--- src/logic/rail_seq_pkg.sv ---
// Constants shared by the rail sequencer: register map, field positions, reset values, timing.
// Assumes a 40 MHz clock and one AHB-Lite master.
//
// Behaviour
// - Over-temperature shuts converters only while fixed-frequency mode is forced or automatic.
// - Both linear regulators start enabled; software may disable or retune them.
// - Linear regulator flags set at 10% low, clear at 5% low; readable in status.
// - Any monitored rail dropping below its power-good threshold raises an interrupt.
// - Second linear regulator comparator gives no flag or interrupt while disabled.
// - Lockout threshold resets to the 2.75 V code and is software reprogrammable.
// - Supply lockout drives supply fail low, then ordered shutdown after lockout delay.
// - Over-temperature follows the same procedure after its own delay.
// - Regulators restart on their own once the fault has cleared.
// - Charger has separate lockout on adapter and bus inputs, independent of main.
// - Order strap 0 ramps core first and down last; 1 ramps I/O first.
// - Core default strap selects 1.3 V low, 1.6 V high.
// - I/O default strap selects 1.8 V low, 3.3 V high.
// - In low-power mode the core rail moves to the sleep preset voltage.
// - With sleep core off set, the core rail switches off in low-power mode.
// - Sleep request pin is ignored while the sleep enable bit is clear.
// - Low-power entry only on a rising edge of sleep pin AND sleep enable.
// - Low-power exits on pin low, enable cleared, push-button wake or warm reset.
// - Wait mode with adapter or bus present needs the wait allow bit, bit 7.
// - Bit 7 of the first converter control register forces fixed-frequency mode.
// - Push-button exit restores the pre-sleep core voltage and raises a maskable interrupt.
package rail_seq_pkg;

  // ==========================================================================
  // Register byte addresses
  localparam logic [7:0] CONV1_ADDR = 8'h00;
  localparam logic [7:0] CONV2_ADDR = 8'h04;
  localparam logic [7:0] REGCTL_ADDR = 8'h08;
  localparam logic [7:0] STATUS_ADDR = 8'h0C;
  localparam logic [7:0] LOCKOUT_ADDR = 8'h10;
  localparam logic [7:0] CHGCFG_ADDR = 8'h14;
  localparam logic [7:0] INTSTAT_ADDR = 8'h18;
  localparam logic [7:0] INTMASK_ADDR = 8'h1C;

  // ==========================================================================
  // Field positions
  localparam int FORCE_FF_BIT = 7;
  localparam int SLEEP_EN_BIT = 6;
  localparam int SLEEP_CORE_OFF_BIT = 4;
  localparam int FIRST_LINEAR_REGULATOR_EN_BIT = 8;
  localparam int SECOND_LINEAR_REGULATOR_EN_BIT = 9;
  localparam int WAIT_ALLOW_BIT = 7;
  localparam int PB_INT_BIT = 4;

  // ==========================================================================
  // Reset values and voltage codes
  localparam logic [3:0] CORE_1V3_CODE = 4'h3;
  localparam logic [3:0] CORE_1V6_CODE = 4'h6;
  localparam logic [3:0] IO_1V8_CODE = 4'h8;
  localparam logic [3:0] IO_3V3_CODE = 4'hD;
  localparam logic [3:0] SLEEP_PRESET_RST = 4'h1;
  localparam logic [7:0] LDO_SET_RST = 8'h00;
  localparam logic [4:0] LOCKOUT_2V75_CODE = 5'h0B;
  localparam logic [4:0] INT_MASK_RST = 5'h1F;

  // ==========================================================================
  // Synchroniser vector layout
  localparam int SY_SLEEP = 0;
  localparam int SY_LOCKOUT = 1;
  localparam int SY_HOT = 2;
  localparam int SY_AUTO_FF = 3;
  localparam int SY_ADP_LOW = 4;
  localparam int SY_BUS_LOW = 5;
  localparam int SY_PB = 6;
  localparam int SY_WRST_N = 7;
  localparam int SY_TRIP = 8;
  localparam int SY_REL = 12;
  localparam int SY_W = 16;

  // ==========================================================================
  // Timing
  localparam int CLK_PERIOD_NS = 25;
  localparam int LOCKOUT_DELAY_NS = 1000;
  localparam int HOT_DELAY_NS = 1000;
  localparam int RAMP_STEP_NS = 2000;
  localparam int DEBOUNCE_NS = 1000;
  localparam int LOCKOUT_DELAY_CYC = (LOCKOUT_DELAY_NS + CLK_PERIOD_NS - 1) / CLK_PERIOD_NS;
  localparam int HOT_DELAY_CYC = (HOT_DELAY_NS + CLK_PERIOD_NS - 1) / CLK_PERIOD_NS;
  localparam int RAMP_STEP_CYC = (RAMP_STEP_NS + CLK_PERIOD_NS - 1) / CLK_PERIOD_NS;
  localparam int DEBOUNCE_CYC = (DEBOUNCE_NS + CLK_PERIOD_NS - 1) / CLK_PERIOD_NS;

endpackage

--- src/logic/rail_sequencer_sleep_control.sv ---
// Rail sequencer, fault shutdown and low-power control with an AHB-Lite register slave.
// Assumes async comparator and pin inputs and an analog side that obeys the enables.
//
// The register addresses and the AHB-Lite register port were left to the implementer.
`timescale 1ns/1ps
`default_nettype none

module rail_sequencer_sleep_control #(
  parameter int CNT_W = 16,
  parameter int DEBOUNCE_CYC = rail_seq_pkg::DEBOUNCE_CYC
) (
  input wire logic clk,
  input wire logic reset_n,
  input wire logic ce,
  // AHB-Lite slave
  input wire logic hsel,
  input wire logic [31:0] haddr,
  input wire logic [1:0] htrans,
  input wire logic hwrite,
  input wire logic [2:0] hsize,
  input wire logic [31:0] hwdata,
  input wire logic hready,
  output logic [31:0] hrdata,
  output logic hreadyout,
  output logic hresp,
  // Straps and pins
  input wire logic sequence_order_strap,
  input wire logic core_default_strap,
  input wire logic io_default_strap,
  input wire logic sleep_request_pin,
  input wire logic push_button_wake,
  input wire logic warm_reset_input_n,
  // Comparators: index 0 core, 1 I/O, 2 first linear, 3 second linear
  input wire logic supply_below_lockout,
  input wire logic over_temperature,
  input wire logic auto_fixed_frequency,
  input wire logic [3:0] rail_trip_low,
  input wire logic [3:0] rail_release_ok,
  input wire logic adapter_below_charger_lockout,
  input wire logic bus_below_charger_lockout,
  // Controls to the analog side
  output logic supply_fail_output_n,
  output logic core_rail_en,
  output logic io_rail_en,
  output logic [3:0] core_rail_code,
  output logic [3:0] io_rail_code,
  output logic fixed_frequency,
  output logic first_linear_regulator_en,
  output logic second_linear_regulator_en,
  output logic [3:0] first_linear_regulator_code,
  output logic [3:0] second_linear_regulator_code,
  output logic [4:0] lockout_threshold_code,
  output logic charger_input_valid,
  output logic low_power,
  output logic wait_mode,
  output logic irq_n
);

  if (CNT_W < 8 || DEBOUNCE_CYC < 1 || DEBOUNCE_CYC >= (1 << CNT_W)) begin : g_bad_params
    $error("rail_sequencer_sleep_control: counter too narrow for the configured delays.");
  end

  typedef enum logic [2:0] {ST_OFF, ST_UP1, ST_UP2, ST_ON, ST_FAILWAIT, ST_DOWN1, ST_DOWN2} seq_t;

  // ==========================================================================
  // Input synchronisers
  logic [rail_seq_pkg::SY_W-1:0] raw_in;
  logic [rail_seq_pkg::SY_W-1:0] sync1_r;
  logic [rail_seq_pkg::SY_W-1:0] sync_r;

  assign raw_in = {rail_release_ok, rail_trip_low, warm_reset_input_n, push_button_wake,
                   bus_below_charger_lockout, adapter_below_charger_lockout, auto_fixed_frequency,
                   over_temperature, supply_below_lockout, sleep_request_pin};

  always_ff @(posedge clk) begin
    if (!reset_n) begin
      sync1_r <= '0;
      sync_r <= '0;
    end else if (ce) begin
      sync1_r <= raw_in;
      sync_r <= sync1_r;
    end
  end

  // ==========================================================================
  // Debounce of push-button wake and warm reset
  logic [1:0] db_in;
  logic [1:0] db_r;
  logic [1:0] db_prev_r;

  assign db_in = {~sync_r[rail_seq_pkg::SY_WRST_N], sync_r[rail_seq_pkg::SY_PB]};

  for (genvar i = 0; i < 2; i++) begin : g_debounce
    logic [CNT_W-1:0] cnt_r;
    logic q_r;
    assign db_r[i] = q_r;
    always_ff @(posedge clk) begin
      if (!reset_n) begin
        cnt_r <= '0;
        q_r <= 1'b0;
      end else if (ce) begin
        if (db_in[i] == q_r) begin
          cnt_r <= '0;
        end else if (cnt_r == CNT_W'(DEBOUNCE_CYC - 1)) begin
          cnt_r <= '0;
          q_r <= db_in[i];
        end else begin
          cnt_r <= cnt_r + 1'b1;
        end
      end
    end
  end

  wire pb_event = db_r[0] & ~db_prev_r[0];
  wire wrst_event = db_r[1] & ~db_prev_r[1];

  // ==========================================================================
  // Register file
  logic [7:0] conv1_r;
  logic [7:0] conv2_r;
  logic [9:0] regctl_r;
  logic [4:0] lockout_r;
  logic [7:0] chgcfg_r;
  logic [4:0] int_stat_r;
  logic [4:0] int_mask_r;
  logic [3:0] core_code_r;
  logic [3:0] io_code_r;
  logic order_r;
  logic straps_done_r;

  logic wr_pend_r;
  logic [7:0] wr_addr_r;
  logic [31:0] hrdata_r;

  wire addr_phase = hsel & hready & htrans[1];
  wire [7:0] a_addr = haddr[7:0];
  wire wr_conv1 = wr_pend_r && wr_addr_r == rail_seq_pkg::CONV1_ADDR;
  wire wr_conv2 = wr_pend_r && wr_addr_r == rail_seq_pkg::CONV2_ADDR;
  wire wr_regctl = wr_pend_r && wr_addr_r == rail_seq_pkg::REGCTL_ADDR;
  wire wr_lockout = wr_pend_r && wr_addr_r == rail_seq_pkg::LOCKOUT_ADDR;
  wire wr_chgcfg = wr_pend_r && wr_addr_r == rail_seq_pkg::CHGCFG_ADDR;
  wire wr_intstat = wr_pend_r && wr_addr_r == rail_seq_pkg::INTSTAT_ADDR;
  wire wr_intmask = wr_pend_r && wr_addr_r == rail_seq_pkg::INTMASK_ADDR;

  wire force_ff = conv1_r[rail_seq_pkg::FORCE_FF_BIT];
  wire sleep_en = conv1_r[rail_seq_pkg::SLEEP_EN_BIT];
  wire core_off_in_sleep = conv2_r[rail_seq_pkg::SLEEP_CORE_OFF_BIT];
  wire [3:0] sleep_preset = conv2_r[3:0];

  // ==========================================================================
  // Power-good flags with hysteresis
  logic [3:0] pg_bad_r;
  logic [3:0] rail_on;
  logic [3:0] pg_bad_nxt;
  logic [3:0] pg_fall;
  wire [3:0] trip_s = sync_r[rail_seq_pkg::SY_TRIP +: 4];
  wire [3:0] rel_s = sync_r[rail_seq_pkg::SY_REL +: 4];

  for (genvar r = 0; r < 4; r++) begin : g_pg
    // A disabled rail's comparator is held inactive so it cannot flag or interrupt.
    assign pg_bad_nxt[r] = rail_on[r] & (trip_s[r] | (pg_bad_r[r] & ~rel_s[r]));
    assign pg_fall[r] = pg_bad_nxt[r] & ~pg_bad_r[r];
  end

  // ==========================================================================
  // Sequencer
  seq_t state_r;
  seq_t state_nxt;
  logic [CNT_W-1:0] cnt_r;
  logic [CNT_W-1:0] cnt_nxt;
  logic core_on_r;
  logic io_on_r;
  logic ldo_on_r;
  logic fail_hot_r;

  wire fixed_mode = force_ff | sync_r[rail_seq_pkg::SY_AUTO_FF];
  wire hot_fault = sync_r[rail_seq_pkg::SY_HOT] & fixed_mode;
  wire lock_fault = sync_r[rail_seq_pkg::SY_LOCKOUT];
  wire fault = hot_fault | lock_fault;
  wire cnt_done = cnt_r == '0;
  wire [CNT_W-1:0] step_cyc = CNT_W'(rail_seq_pkg::RAMP_STEP_CYC - 1);
  wire [CNT_W-1:0] fail_cyc = hot_fault & ~lock_fault ? CNT_W'(rail_seq_pkg::HOT_DELAY_CYC - 1)
                                                      : CNT_W'(rail_seq_pkg::LOCKOUT_DELAY_CYC - 1);
  // First-up rail is the core rail when the order strap is low.
  wire first_is_core = ~order_r;

  always_comb begin
    state_nxt = state_r;
    cnt_nxt = cnt_done ? cnt_r : cnt_r - 1'b1;
    unique case (state_r)
      ST_OFF: begin
        if (straps_done_r && !fault) begin
          state_nxt = ST_UP1;
          cnt_nxt = step_cyc;
        end
      end
      ST_UP1: begin
        if (fault) begin
          state_nxt = ST_FAILWAIT;
          cnt_nxt = fail_cyc;
        end else if (cnt_done) begin
          state_nxt = ST_UP2;
          cnt_nxt = step_cyc;
        end
      end
      ST_UP2: begin
        if (fault) begin
          state_nxt = ST_FAILWAIT;
          cnt_nxt = fail_cyc;
        end else if (cnt_done) begin
          state_nxt = ST_ON;
        end
      end
      ST_ON: begin
        if (fault) begin
          state_nxt = ST_FAILWAIT;
          cnt_nxt = fail_cyc;
        end
      end
      ST_FAILWAIT: begin
        if (cnt_done) begin
          state_nxt = ST_DOWN1;
          cnt_nxt = step_cyc;
        end
      end
      ST_DOWN1: begin
        if (cnt_done) begin
          state_nxt = ST_DOWN2;
          cnt_nxt = step_cyc;
        end
      end
      ST_DOWN2: begin
        if (cnt_done) begin
          state_nxt = ST_OFF;
        end
      end
    endcase
  end

  // Rail enables per state; the first rail to come up is the last to go down.
  wire first_up = state_r inside {ST_UP1, ST_UP2, ST_ON, ST_FAILWAIT, ST_DOWN1};
  wire second_up = state_r inside {ST_UP2, ST_ON, ST_FAILWAIT};
  wire all_up = first_up;

  always_ff @(posedge clk) begin
    if (!reset_n) begin
      state_r <= ST_OFF;
      cnt_r <= '0;
      fail_hot_r <= 1'b0;
    end else if (ce) begin
      state_r <= state_nxt;
      cnt_r <= cnt_nxt;
      if (state_nxt == ST_FAILWAIT && state_r != ST_FAILWAIT) begin
        fail_hot_r <= hot_fault & ~lock_fault;
      end
    end
  end

  // ==========================================================================
  // Low-power mode
  logic sleep_and_prev_r;
  logic lp_r;
  wire sleep_pin_s = sync_r[rail_seq_pkg::SY_SLEEP];
  wire sleep_and = sleep_pin_s & sleep_en;
  wire lp_enter = sleep_and & ~sleep_and_prev_r & (state_r == ST_ON);
  wire lp_exit = ~sleep_pin_s | ~sleep_en | pb_event | wrst_event | (state_r != ST_ON);

  always_ff @(posedge clk) begin
    if (!reset_n) begin
      sleep_and_prev_r <= 1'b0;
      lp_r <= 1'b0;
      db_prev_r <= '0;
    end else if (ce) begin
      sleep_and_prev_r <= sleep_and;
      db_prev_r <= db_r;
      if (lp_r && lp_exit) begin
        lp_r <= 1'b0;
      end else if (lp_enter) begin
        lp_r <= 1'b1;
      end
    end
  end

  // ==========================================================================
  // Register writes, straps and interrupt status
  wire [4:0] int_set = {pb_event & lp_r, pg_fall};

  always_ff @(posedge clk) begin
    if (!reset_n) begin
      conv1_r <= '0;
      conv2_r <= {4'h0, rail_seq_pkg::SLEEP_PRESET_RST};
      regctl_r <= {2'b11, rail_seq_pkg::LDO_SET_RST};
      lockout_r <= rail_seq_pkg::LOCKOUT_2V75_CODE;
      chgcfg_r <= '0;
      int_stat_r <= '0;
      int_mask_r <= rail_seq_pkg::INT_MASK_RST;
      core_code_r <= '0;
      io_code_r <= '0;
      order_r <= 1'b0;
      straps_done_r <= 1'b0;
      pg_bad_r <= '0;
    end else if (ce) begin
      pg_bad_r <= pg_bad_nxt;
      if (!straps_done_r) begin
        straps_done_r <= 1'b1;
        order_r <= sequence_order_strap;
        core_code_r <= core_default_strap ? rail_seq_pkg::CORE_1V6_CODE
                                          : rail_seq_pkg::CORE_1V3_CODE;
        io_code_r <= io_default_strap ? rail_seq_pkg::IO_3V3_CODE : rail_seq_pkg::IO_1V8_CODE;
      end else if (wr_conv1) begin
        core_code_r <= hwdata[3:0];
      end
      if (wr_conv1) begin
        conv1_r <= {hwdata[7:6], 2'b00, conv1_r[3:0]};
      end
      if (wr_conv2) begin
        conv2_r <= {3'b000, hwdata[4:0]};
      end
      if (wr_regctl) begin
        regctl_r <= hwdata[9:0];
      end
      if (wr_lockout) begin
        lockout_r <= hwdata[4:0];
      end
      if (wr_chgcfg) begin
        chgcfg_r <= hwdata[7:0];
      end
      if (wr_intmask) begin
        int_mask_r <= hwdata[4:0];
      end
      // A new event in the clearing cycle survives the write-one-to-clear.
      int_stat_r <= (int_stat_r & ~(wr_intstat ? hwdata[4:0] : 5'h00)) | int_set;
    end
  end

  // ==========================================================================
  // Bus slave: no wait states, read data registered at the address phase
  wire adapter_ok = ~sync_r[rail_seq_pkg::SY_ADP_LOW];
  wire bus_ok = ~sync_r[rail_seq_pkg::SY_BUS_LOW];
  wire [31:0] status_word = {18'h0, io_code_r, adapter_ok, bus_ok, io_on_r, core_on_r,
                             ~supply_fail_output_n, lp_r, pg_bad_r};
  logic [31:0] rd_word;

  always_comb begin
    unique case (a_addr)
      rail_seq_pkg::CONV1_ADDR: rd_word = {24'h0, conv1_r[7:4], core_code_r};
      rail_seq_pkg::CONV2_ADDR: rd_word = {24'h0, conv2_r};
      rail_seq_pkg::REGCTL_ADDR: rd_word = {22'h0, regctl_r};
      rail_seq_pkg::STATUS_ADDR: rd_word = status_word;
      rail_seq_pkg::LOCKOUT_ADDR: rd_word = {27'h0, lockout_r};
      rail_seq_pkg::CHGCFG_ADDR: rd_word = {24'h0, chgcfg_r};
      rail_seq_pkg::INTSTAT_ADDR: rd_word = {27'h0, int_stat_r};
      rail_seq_pkg::INTMASK_ADDR: rd_word = {27'h0, int_mask_r};
      default: rd_word = 32'h0000_0000;
    endcase
  end

  always_ff @(posedge clk) begin
    if (!reset_n) begin
      wr_pend_r <= 1'b0;
      wr_addr_r <= '0;
      hrdata_r <= '0;
    end else if (ce) begin
      wr_pend_r <= addr_phase & hwrite;
      wr_addr_r <= a_addr;
      if (addr_phase && !hwrite) begin
        hrdata_r <= rd_word;
      end
    end
  end

  assign hrdata = hrdata_r;
  assign hreadyout = 1'b1;
  assign hresp = 1'b0;

  // ==========================================================================
  // Outputs
  always_ff @(posedge clk) begin
    if (!reset_n) begin
      core_on_r <= 1'b0;
      io_on_r <= 1'b0;
      ldo_on_r <= 1'b0;
    end else if (ce) begin
      core_on_r <= (first_is_core ? first_up : second_up) & ~(lp_r & core_off_in_sleep);
      io_on_r <= first_is_core ? second_up : first_up;
      ldo_on_r <= all_up;
    end
  end

  assign rail_on = {ldo_on_r & regctl_r[rail_seq_pkg::SECOND_LINEAR_REGULATOR_EN_BIT],
                    ldo_on_r & regctl_r[rail_seq_pkg::FIRST_LINEAR_REGULATOR_EN_BIT], io_on_r, core_on_r};
  assign core_rail_en = core_on_r;
  assign io_rail_en = io_on_r;
  // Sleep never touches the normal code, so every exit restores it.
  assign core_rail_code = lp_r ? sleep_preset : core_code_r;
  assign io_rail_code = io_code_r;
  assign fixed_frequency = force_ff;
  assign first_linear_regulator_en = rail_on[2];
  assign second_linear_regulator_en = rail_on[3];
  assign first_linear_regulator_code = regctl_r[3:0];
  assign second_linear_regulator_code = regctl_r[7:4];
  assign lockout_threshold_code = lockout_r;
  assign charger_input_valid = adapter_ok | bus_ok;
  assign supply_fail_output_n = ~(fault | state_r inside {ST_FAILWAIT, ST_DOWN1, ST_DOWN2});
  assign low_power = lp_r;
  assign wait_mode = lp_r & (~(adapter_ok | bus_ok) | chgcfg_r[rail_seq_pkg::WAIT_ALLOW_BIT]);
  assign irq_n = ~|(int_stat_r & int_mask_r);

endmodule

`default_nettype wire

--- config.mk ---
export PLATFORM = sky130hd
export DESIGN_NAME = rail_sequencer_sleep_control
export DESIGN_NICKNAME = d
export VERILOG_FILES = /design/src/logic/rail_seq_pkg.sv /design/src/logic/rail_sequencer_sleep_control.sv
export SDC_FILE = /design/constraint.sdc
export NUM_CORES = 1
export LEC_CHECK = 0
export BUFFER_PORTS_ARGS = -buffer_cell sky130_fd_sc_hd__buf_2
export CAP_MARGIN = 5
export CELL_PAD_IN_SITES_DETAIL_PLACEMENT = 1
export CELL_PAD_IN_SITES_GLOBAL_PLACEMENT = 1
export CORE_MARGIN = 4
export CORE_UTILIZATION = 45
export CTS_CLUSTER_DIAMETER = 80
export DETAILED_ROUTE_END_ITERATION = 7
export HOLD_SLACK_MARGIN = 0.12
export PLACE_DENSITY = 0.89
export SETUP_SLACK_MARGIN = 0.15
export SLEW_MARGIN = 40
export SYNTH_ARGS = -nofsm -noshare
export SYNTH_HDL_FRONTEND = slang
export SYNTH_SLANG_ARGS = --single-unit
--- constraint.sdc ---
create_clock -name clk -period 4.6 [get_ports clk]
set_clock_uncertainty 0.15 [all_clocks]
set_input_delay 0.92 -clock clk [delete_from_list [all_inputs] [get_ports clk]]
set_output_delay 0.92 -clock clk [all_outputs]
set_load 0.03 [all_outputs]
* After elaboration in Yosys (flattened, before gate mapping)
Index checks and enable logic that the tools add are counted.
Storage, ports and cells: memory bits (writable) 0, logic and storage cells 198, ROM bits 0, bits in registers 187, input port bits 94, latch bits 0, memories 0
Cells by class: shift operators 0, div/mod/pow operators 0, $mul 0, eq/ne operators 32, multiplexer cells 31, reduce and logical (&&, ||, !) cells 37, order comparisons 0, add/sub/neg operators 3, bitwise logic cells 66
Operators by type and width (number):
- $mux W16 | 9
- $pmux W14 S8 | 1
- $eq A8 B5 Y1 const B | 8
- $pmux W16 S4 | 1
- $mux W3 | 11
- $add A16 B1 Y16 const B | 2
- $eq A16 B6 Y1 const B | 2
- $and A1 B1 Y1 | 27
- $eq A8 B4 Y1 const B | 3
- $not A1 Y1 | 22
- $pmux W3 S7 | 1
- $reduce_and A2 Y1 | 10
- $eq A8 B3 Y1 const B | 2
- $logic_not A16 Y1 | 1
- $logic_not A8 Y1 | 2
- $sub A16 B1 Y16 const B | 1
- $or A1 B1 Y1 | 13
- $mux W4 | 3
- $and A5 B5 Y5 | 2
- $logic_and A1 B1 Y1 | 10
- $ne A2 B2 Y1 const B | 5
- $eq A3 B3 Y1 const B | 3
- $reduce_and A8 Y1 | 1
- $eq A3 B2 Y1 const B | 2
- 17 further kinds | 27

* Depth between registers and ports, before layout
word-level depth 8, gate-level depth with buffers 8, mapped depth without buffers 8

* Worst setup path after synthesis
OpenSTA, ideal clock, no wires.
path kind input to register, start input ce, end register hrdata_r[2], in the netlist hrdata[2], arrival time 2.382 ns, path slack 2.010 ns, buffers on the path 2, setup time 0.058 ns, data required time 4.392 ns, cell stages on the path 7, cells stage by stage clkbuf_1 inv_2 clkbuf_1 nor3b_1 nand3_1 a221oi_1 a31o_2
Between the ends: cells in the longest elaborated chain, start to end 1
RTL lines:
- from (decl) | RTL line rail_sequencer_sleep_control.sv:14 | input wire logic ce,
- $reduce_and A2 Y1 (no source line)
- to (signal assigned) | RTL line rail_sequencer_sleep_control.sv:367 | hrdata_r <= rd_word;
- to (decl) | RTL line rail_sequencer_sleep_control.sv:133 | logic [31:0] hrdata_r;
Every way passes these cells. A chain may end at the register's enable or synchronous reset.

* Final worst setup path
start register conv1_r[7], end output supply_fail_output_n
Between the ends: cells in the longest elaborated chain, start to end 5
RTL lines:
- from (decl) | RTL line rail_sequencer_sleep_control.sv:119 | logic [7:0] conv1_r;
- from (signal assigned) | RTL line rail_sequencer_sleep_control.sv:314 | conv1_r <= {hwdata[7:6], 2'b00, conv1_r[3:0]};
- $or A1 B1 Y1 | RTL line rail_sequencer_sleep_control.sv:176 | wire fixed_mode = force_ff | sync_r[rail_seq_pkg::SY_AUTO_FF];
- $and A1 B1 Y1 | RTL line rail_sequencer_sleep_control.sv:177 | wire hot_fault = sync_r[rail_seq_pkg::SY_HOT] & fixed_mode;
- $or A1 B1 Y1 | RTL line rail_sequencer_sleep_control.sv:179 | wire fault = hot_fault | lock_fault;
- $or A1 B1 Y1 | RTL line rail_sequencer_sleep_control.sv:404 | assign supply_fail_output_n = ~(fault | state_r inside {ST_FAILWAIT, ST_DOWN1, ST_DOWN2});
- $not A1 Y1 | RTL line rail_sequencer_sleep_control.sv:404
- to (decl) | RTL line rail_sequencer_sleep_control.sv:42 | output logic supply_fail_output_n,
Every way passes these cells.

==> key figures <==
Clock network
  • Number of buffers created by CTS: 17
  • Clock-pin slew of the registers on the worst-case setup and hold paths: 0.07 ns
  • Worst-Skew Late Latency: 0.44 ns
  • CTS H-tree lvls: 4
  • Clock net sink count: 165
  • Clock tree from TritonCTS: done
  • Post-CTS Setup Bufs: 0
  • PostCTS Resize Cnt: 0
  • CTS Hold Bufs: 0
  • Number of buffers on the longest clock path: 2
  • Clock root buffer master: sky130_fd_sc_hd__clkbuf_16

Power and ir drop
  • Switching share of power: 30.30%
  • Power Internal: 2.587 mW
  • Fraction of power consumed by sequential logic: 42.5%
  • Combinational fraction of design power: 17.5%
  • Switching power: 1.124 mW
  • Worst IR Drop VDD: 0.3107 mV
  • Clock share of power: 39.9%
  • Total power per unit cell area: 399.9 nW/µm²
  • Leakage power figure: 3.837 nW

Global route
  • Total overflow reported by the global router: 0
  • Largest net degree at the start of global routing: 61
  • Global-route usage over all layers: 23.89%
  • Global-route wire length before repair: 39100 µm
  • Antenna violations before repair: 0
  • Via count of the first global-routing pass: 7216

Timing
  • Pins Over Slew Limit: 0
  • Final TNS setup: 0 ns
  • Period Utilization, post-route: 65.87%
  • Endpoints failing hold: 0
  • Maximum frequency from static timing analysis: 0.3300 GHz
  • RSZ-0062 raised after global routing: false
  • Number of setup violations in the final report: 0
  • Slew of the pin with the lowest slew margin: 0.8664 ns
  • Slew margin rel.: 41.89%
  • Clock period minus worst slack: 3.030 ns

Setup path
  • Critical-path cell list: o21ai_1 > nand2_1 > a21oi_1 > buf_2
  • Flop2flop setup slack: 1.97 ns
  • Max incr delay on CP: 0.38 ns
  • Critical Path End Type: output port
  • Cells on worst reg2reg path: 6
  • Worst reg2reg startpoint: g_debounce[0].cnt_r[1]
  • Slowest stage cell on the critical path: sky130_fd_sc_hd__dfxtp_1
  • Startpoint kind of the worst setup timing path: register
  • Setup Crit Path Kind: reg2out
  • Maximum fanout along the worst path: 5
  • Data required time of the worst path: 3.53 ns
  • Worst EP arrival: 1.96 ns
  • End of the worst register-to-register path: g_debounce[0].cnt_r[5]

Floorplan
  • Die area: 20680 µm²
  • Die boundary height: 143.8 µm
  • Die width: 143.8 µm
  • Std-Cell Rows: 49
  • Effective utilization at floorplan: 46.04%
  • Core ar.: 18020 µm²
  • Count of boundary I/O pins: 159

Run status
  • Status: finished clean

Final layout
  • Layout cells sized above 1: 16.11%
  • Post-layout net count: 1073
  • Antenna diode instance count: 0
  • Area growth syn-to-layout: 11.84%
  • Fraction of the core area covered by cells at the end of the flow: 51.49%

Worst hold path
  • Hold EP: chgcfg_r[3]
  • Critical hold path startpoint: chgcfg_r[3]
  • Worst hold path type: reg2reg
  • Number of stages on the worst hold path: 2

Route
  • Residual DRC: 0
  • Detailed Route Iter0 Violations: 518
  • Total number of vias: 7253
  • Number of search-and-repair iterations in the first detailed-routing pass: 5
  • Highest routing layer actually used: met4
  • Detailed-route wire length per cell: 20.18 µm
  • Met1 Wirelength: 10770 µm
  • Detailed route wirelength on metal3: 1464 µm
  • Routed length on met2: 11830 µm
  • Detail Route Antenna Nets: 0
  • Vias per cell: 5.965
  • Total wire length: 24540 µm

Synth
  • Distinct cells, synth: 71
  • Fraction of registers with async set/reset: 0%
  • FF+latch count, synth: 165
  • Mapped Cells: 931
  • Synth warnings: 0
  • Most frequently used flop master after synthesis: sky130_fd_sc_hd__dfxtp_1
  • EDFF count, synth: 0
  • Combined area of all synthesized cells: 8298 µm²
  • Mean instance size in the synthesized netlist: 8.913 µm²
  • Portion of the post-synthesis area used by sequential elements: 39.81%

Placement
  • Buffers added on ports: 86
  • Post-detailed-placement half-perimeter wirelength: 16260 µm
  • Weighted congestion reported at the end of routability-driven placement: 0.8652

Job
  • Maxcap violations: 0
==> worst max-delay path: cells and delay by family (launching register included) <==
kind | cells | cell delay, ns
DFF | 1 | 0.38
and+or+nand+nor | 1 | 0.18
AOI/OAI and AO/OA | 2 | 0.69
buffers and inverters | 1 | 0.27
==> cells in the mapped netlist, types with 4 or more instances <==
master | n | area (µm²)
sky130_fd_sc_hd__inv_1 | 16 | 60.06
sky130_fd_sc_hd__xor2_1 | 5 | 43.79
sky130_fd_sc_hd__o221a_1 | 5 | 56.30
sky130_fd_sc_hd__nand3_1 | 33 | 165.2
sky130_fd_sc_hd__a21oi_1 | 19 | 95.09
sky130_fd_sc_hd__o21ai_1 | 4 | 20.02
sky130_fd_sc_hd__o211a_1 | 4 | 40.04
sky130_fd_sc_hd__nor4b_1 | 6 | 52.55
sky130_fd_sc_hd__a2bb2oi_1 | 4 | 35.03
sky130_fd_sc_hd__o21a_1 | 6 | 45.04
sky130_fd_sc_hd__mux2i_1 | 75 | 750.7
sky130_fd_sc_hd__a31oi_1 | 6 | 37.54
sky130_fd_sc_hd__nor3b_1 | 9 | 67.56
sky130_fd_sc_hd__o221a_2 | 7 | 78.83
sky130_fd_sc_hd__a22oi_1 | 7 | 52.55
sky130_fd_sc_hd__buf_4 | 32 | 240.2
sky130_fd_sc_hd__nand2_1 | 102 | 382.9
sky130_fd_sc_hd__clkbuf_1 | 45 | 168.9
sky130_fd_sc_hd__nor2b_1 | 78 | 488.0
sky130_fd_sc_hd__a221oi_1 | 5 | 43.79
sky130_fd_sc_hd__and3_1 | 15 | 93.84
sky130_fd_sc_hd__mux4_2 | 7 | 157.7
sky130_fd_sc_hd__o21ai_0 | 30 | 150.1
sky130_fd_sc_hd__dfxtp_1 | 165 | 3303
sky130_fd_sc_hd__nor3_1 | 23 | 115.1
sky130_fd_sc_hd__nor2_1 | 48 | 180.2
sky130_fd_sc_hd__or3_1 | 4 | 25.02
sky130_fd_sc_hd__nor4_1 | 15 | 93.84
sky130_fd_sc_hd__a21o_1 | 5 | 37.54
sky130_fd_sc_hd__a21boi_0 | 17 | 127.6
sky130_fd_sc_hd__buf_1 | 6 | 22.52
sky130_fd_sc_hd__nand4_1 | 17 | 106.4
sky130_fd_sc_hd__mux2_2 | 8 | 90.09
sky130_fd_sc_hd__o211ai_1 | 8 | 60.06
sky130_fd_sc_hd__a21boi_1 | 10 | 75.07
sky130_fd_sc_hd__xnor2_1 | 13 | 113.9
sky130_fd_sc_hd__ha_1 | 5 | 62.56
sky130_fd_sc_hd__and2_1 | 12 | 75.07
==> layout by cell type (no fill, tap or decap), types with 4 or more instances in the layout <==
master	instances
sky130_fd_sc_hd__dfxtp_1	165
sky130_fd_sc_hd__nand2_1	102
sky130_fd_sc_hd__buf_2	84
sky130_fd_sc_hd__nor2b_1	78
sky130_fd_sc_hd__mux2i_1	75
sky130_fd_sc_hd__nor2_1	48
sky130_fd_sc_hd__nand3_1	33
sky130_fd_sc_hd__o21ai_0	30
sky130_fd_sc_hd__nor3_1	23
sky130_fd_sc_hd__conb_1	22
sky130_fd_sc_hd__a21oi_1	19
sky130_fd_sc_hd__nand4_1	17
sky130_fd_sc_hd__a21boi_0	17
sky130_fd_sc_hd__clkbuf_16	17
sky130_fd_sc_hd__inv_1	16
sky130_fd_sc_hd__and3_1	15
sky130_fd_sc_hd__nor4_1	15
sky130_fd_sc_hd__xnor2_1	13
sky130_fd_sc_hd__and2_1	12
sky130_fd_sc_hd__a21boi_1	10
sky130_fd_sc_hd__nor3b_1	9
sky130_fd_sc_hd__mux2_2	8
sky130_fd_sc_hd__o211ai_1	8
sky130_fd_sc_hd__a22oi_1	7
sky130_fd_sc_hd__o221a_2	7
sky130_fd_sc_hd__mux4_2	7
sky130_fd_sc_hd__buf_4	7
sky130_fd_sc_hd__a31oi_1	6
sky130_fd_sc_hd__o21a_1	6
sky130_fd_sc_hd__nor4b_1	6
sky130_fd_sc_hd__a221oi_1	5
sky130_fd_sc_hd__xor2_1	5
sky130_fd_sc_hd__o221a_1	5
sky130_fd_sc_hd__a21o_1	5
sky130_fd_sc_hd__ha_1	5
sky130_fd_sc_hd__inv_6	5
sky130_fd_sc_hd__o21ai_1	4
sky130_fd_sc_hd__o211a_1	4
sky130_fd_sc_hd__a2bb2oi_1	4
==> per-layer routing <==
metal / up-vias / GRT usage, %
met3: 49 / 5.358
met4: 0 / 7.136
met1: 3608 / 31.54
met2: 235 / 39.23
li1: 3361 / -
met5: - / 0
==> flip-flops by register name, summed over array words and instances, names as in the netlist, 3 cells and up <==
name / cells
g_debounce.cnt_r: 32
cnt_r: 16
sync1_r: 16
sync_r: 16
hrdata: 12
regctl_r: 10
chgcfg_r: 8
wr_addr_r: 8
conv2_r: 5
int_mask_r: 5
int_stat_r: 5
lockout_threshold_code: 5
core_code_r: 4
pg_bad_r: 4
state_r: 3
==> through the flow <==
step	setup WS [ns]	instances	hold WS, ns	cell area (µm²)	power [mW]
2_1_floorplan	2.010	951	0.2775	8373	2.109
3_3_place_gp	1.504	1184	0.2847	8675	2.219
3_5_place_dp	1.438	1184	0.2927	8676	2.244
4_1_cts	1.588	1216	0.3149	9280	3.726
5_1_grt	1.511	1216	0.3299	9280	3.879
6_report	1.570	1216	0.3117	9280	3.711
==> worst max-delay path by stage <==
| stage | start | to | slack (ns) | cells past startpoint |
|---|---|---|---|---|
| finish | conv1_r[7] | supply_fail_output_n | 1.57 | 4 |
| global route | conv1_r[7] | supply_fail_output_n | 1.51 | 4 |
| CTS | conv1_r[7] | supply_fail_output_n | 1.59 | 4 |
| detailed placement | ce | hrdata[2] | 1.44 | 6 |
| global placement | ce | cnt_r[15] | 1.50 | 5 |
| floorplan | ce | hrdata[2] | 2.01 | 7 |
==> kinds of logic after synthesis <==
kind of cell / Yosys count / synth area share [%]
compound gates: 161 / 14.26
other cells: 2 / 0.09050
simple gates: 386 / 24.86
flops: 165 / 39.81
mux: 90 / 12.03
fa+ha+maj: 5 / 0.7539
buf+inv: 104 / 6.288
xor+xnor: 18 / 1.900
==> power groups by stage <==
stage | combinational, mW | clock (mW) | sequential [mW]
2_1_floorplan | 0.525 | 0 | 1.58
3_3_place_gp | 0.617 | 0 | 1.60
3_5_place_dp | 0.639 | 0 | 1.61
4_1_cts | 0.649 | 1.50 | 1.58
5_1_grt | 0.720 | 1.57 | 1.59
6_report | 0.651 | 1.48 | 1.58
==> cell type report <==
type                            count  area (µm²)
Fill cell                        2140        8745
Multi-Input combinational cell    682        4549
Sequential cell                   165        3303
Timing Repair Buffer               91       473.0
Clock buffer                       18       439.2
Tap cell                          229       286.5
Clock inverter                     14       165.2
Inverter                           17       63.81
No activity file was read; power rests on OpenSTA's default activity.
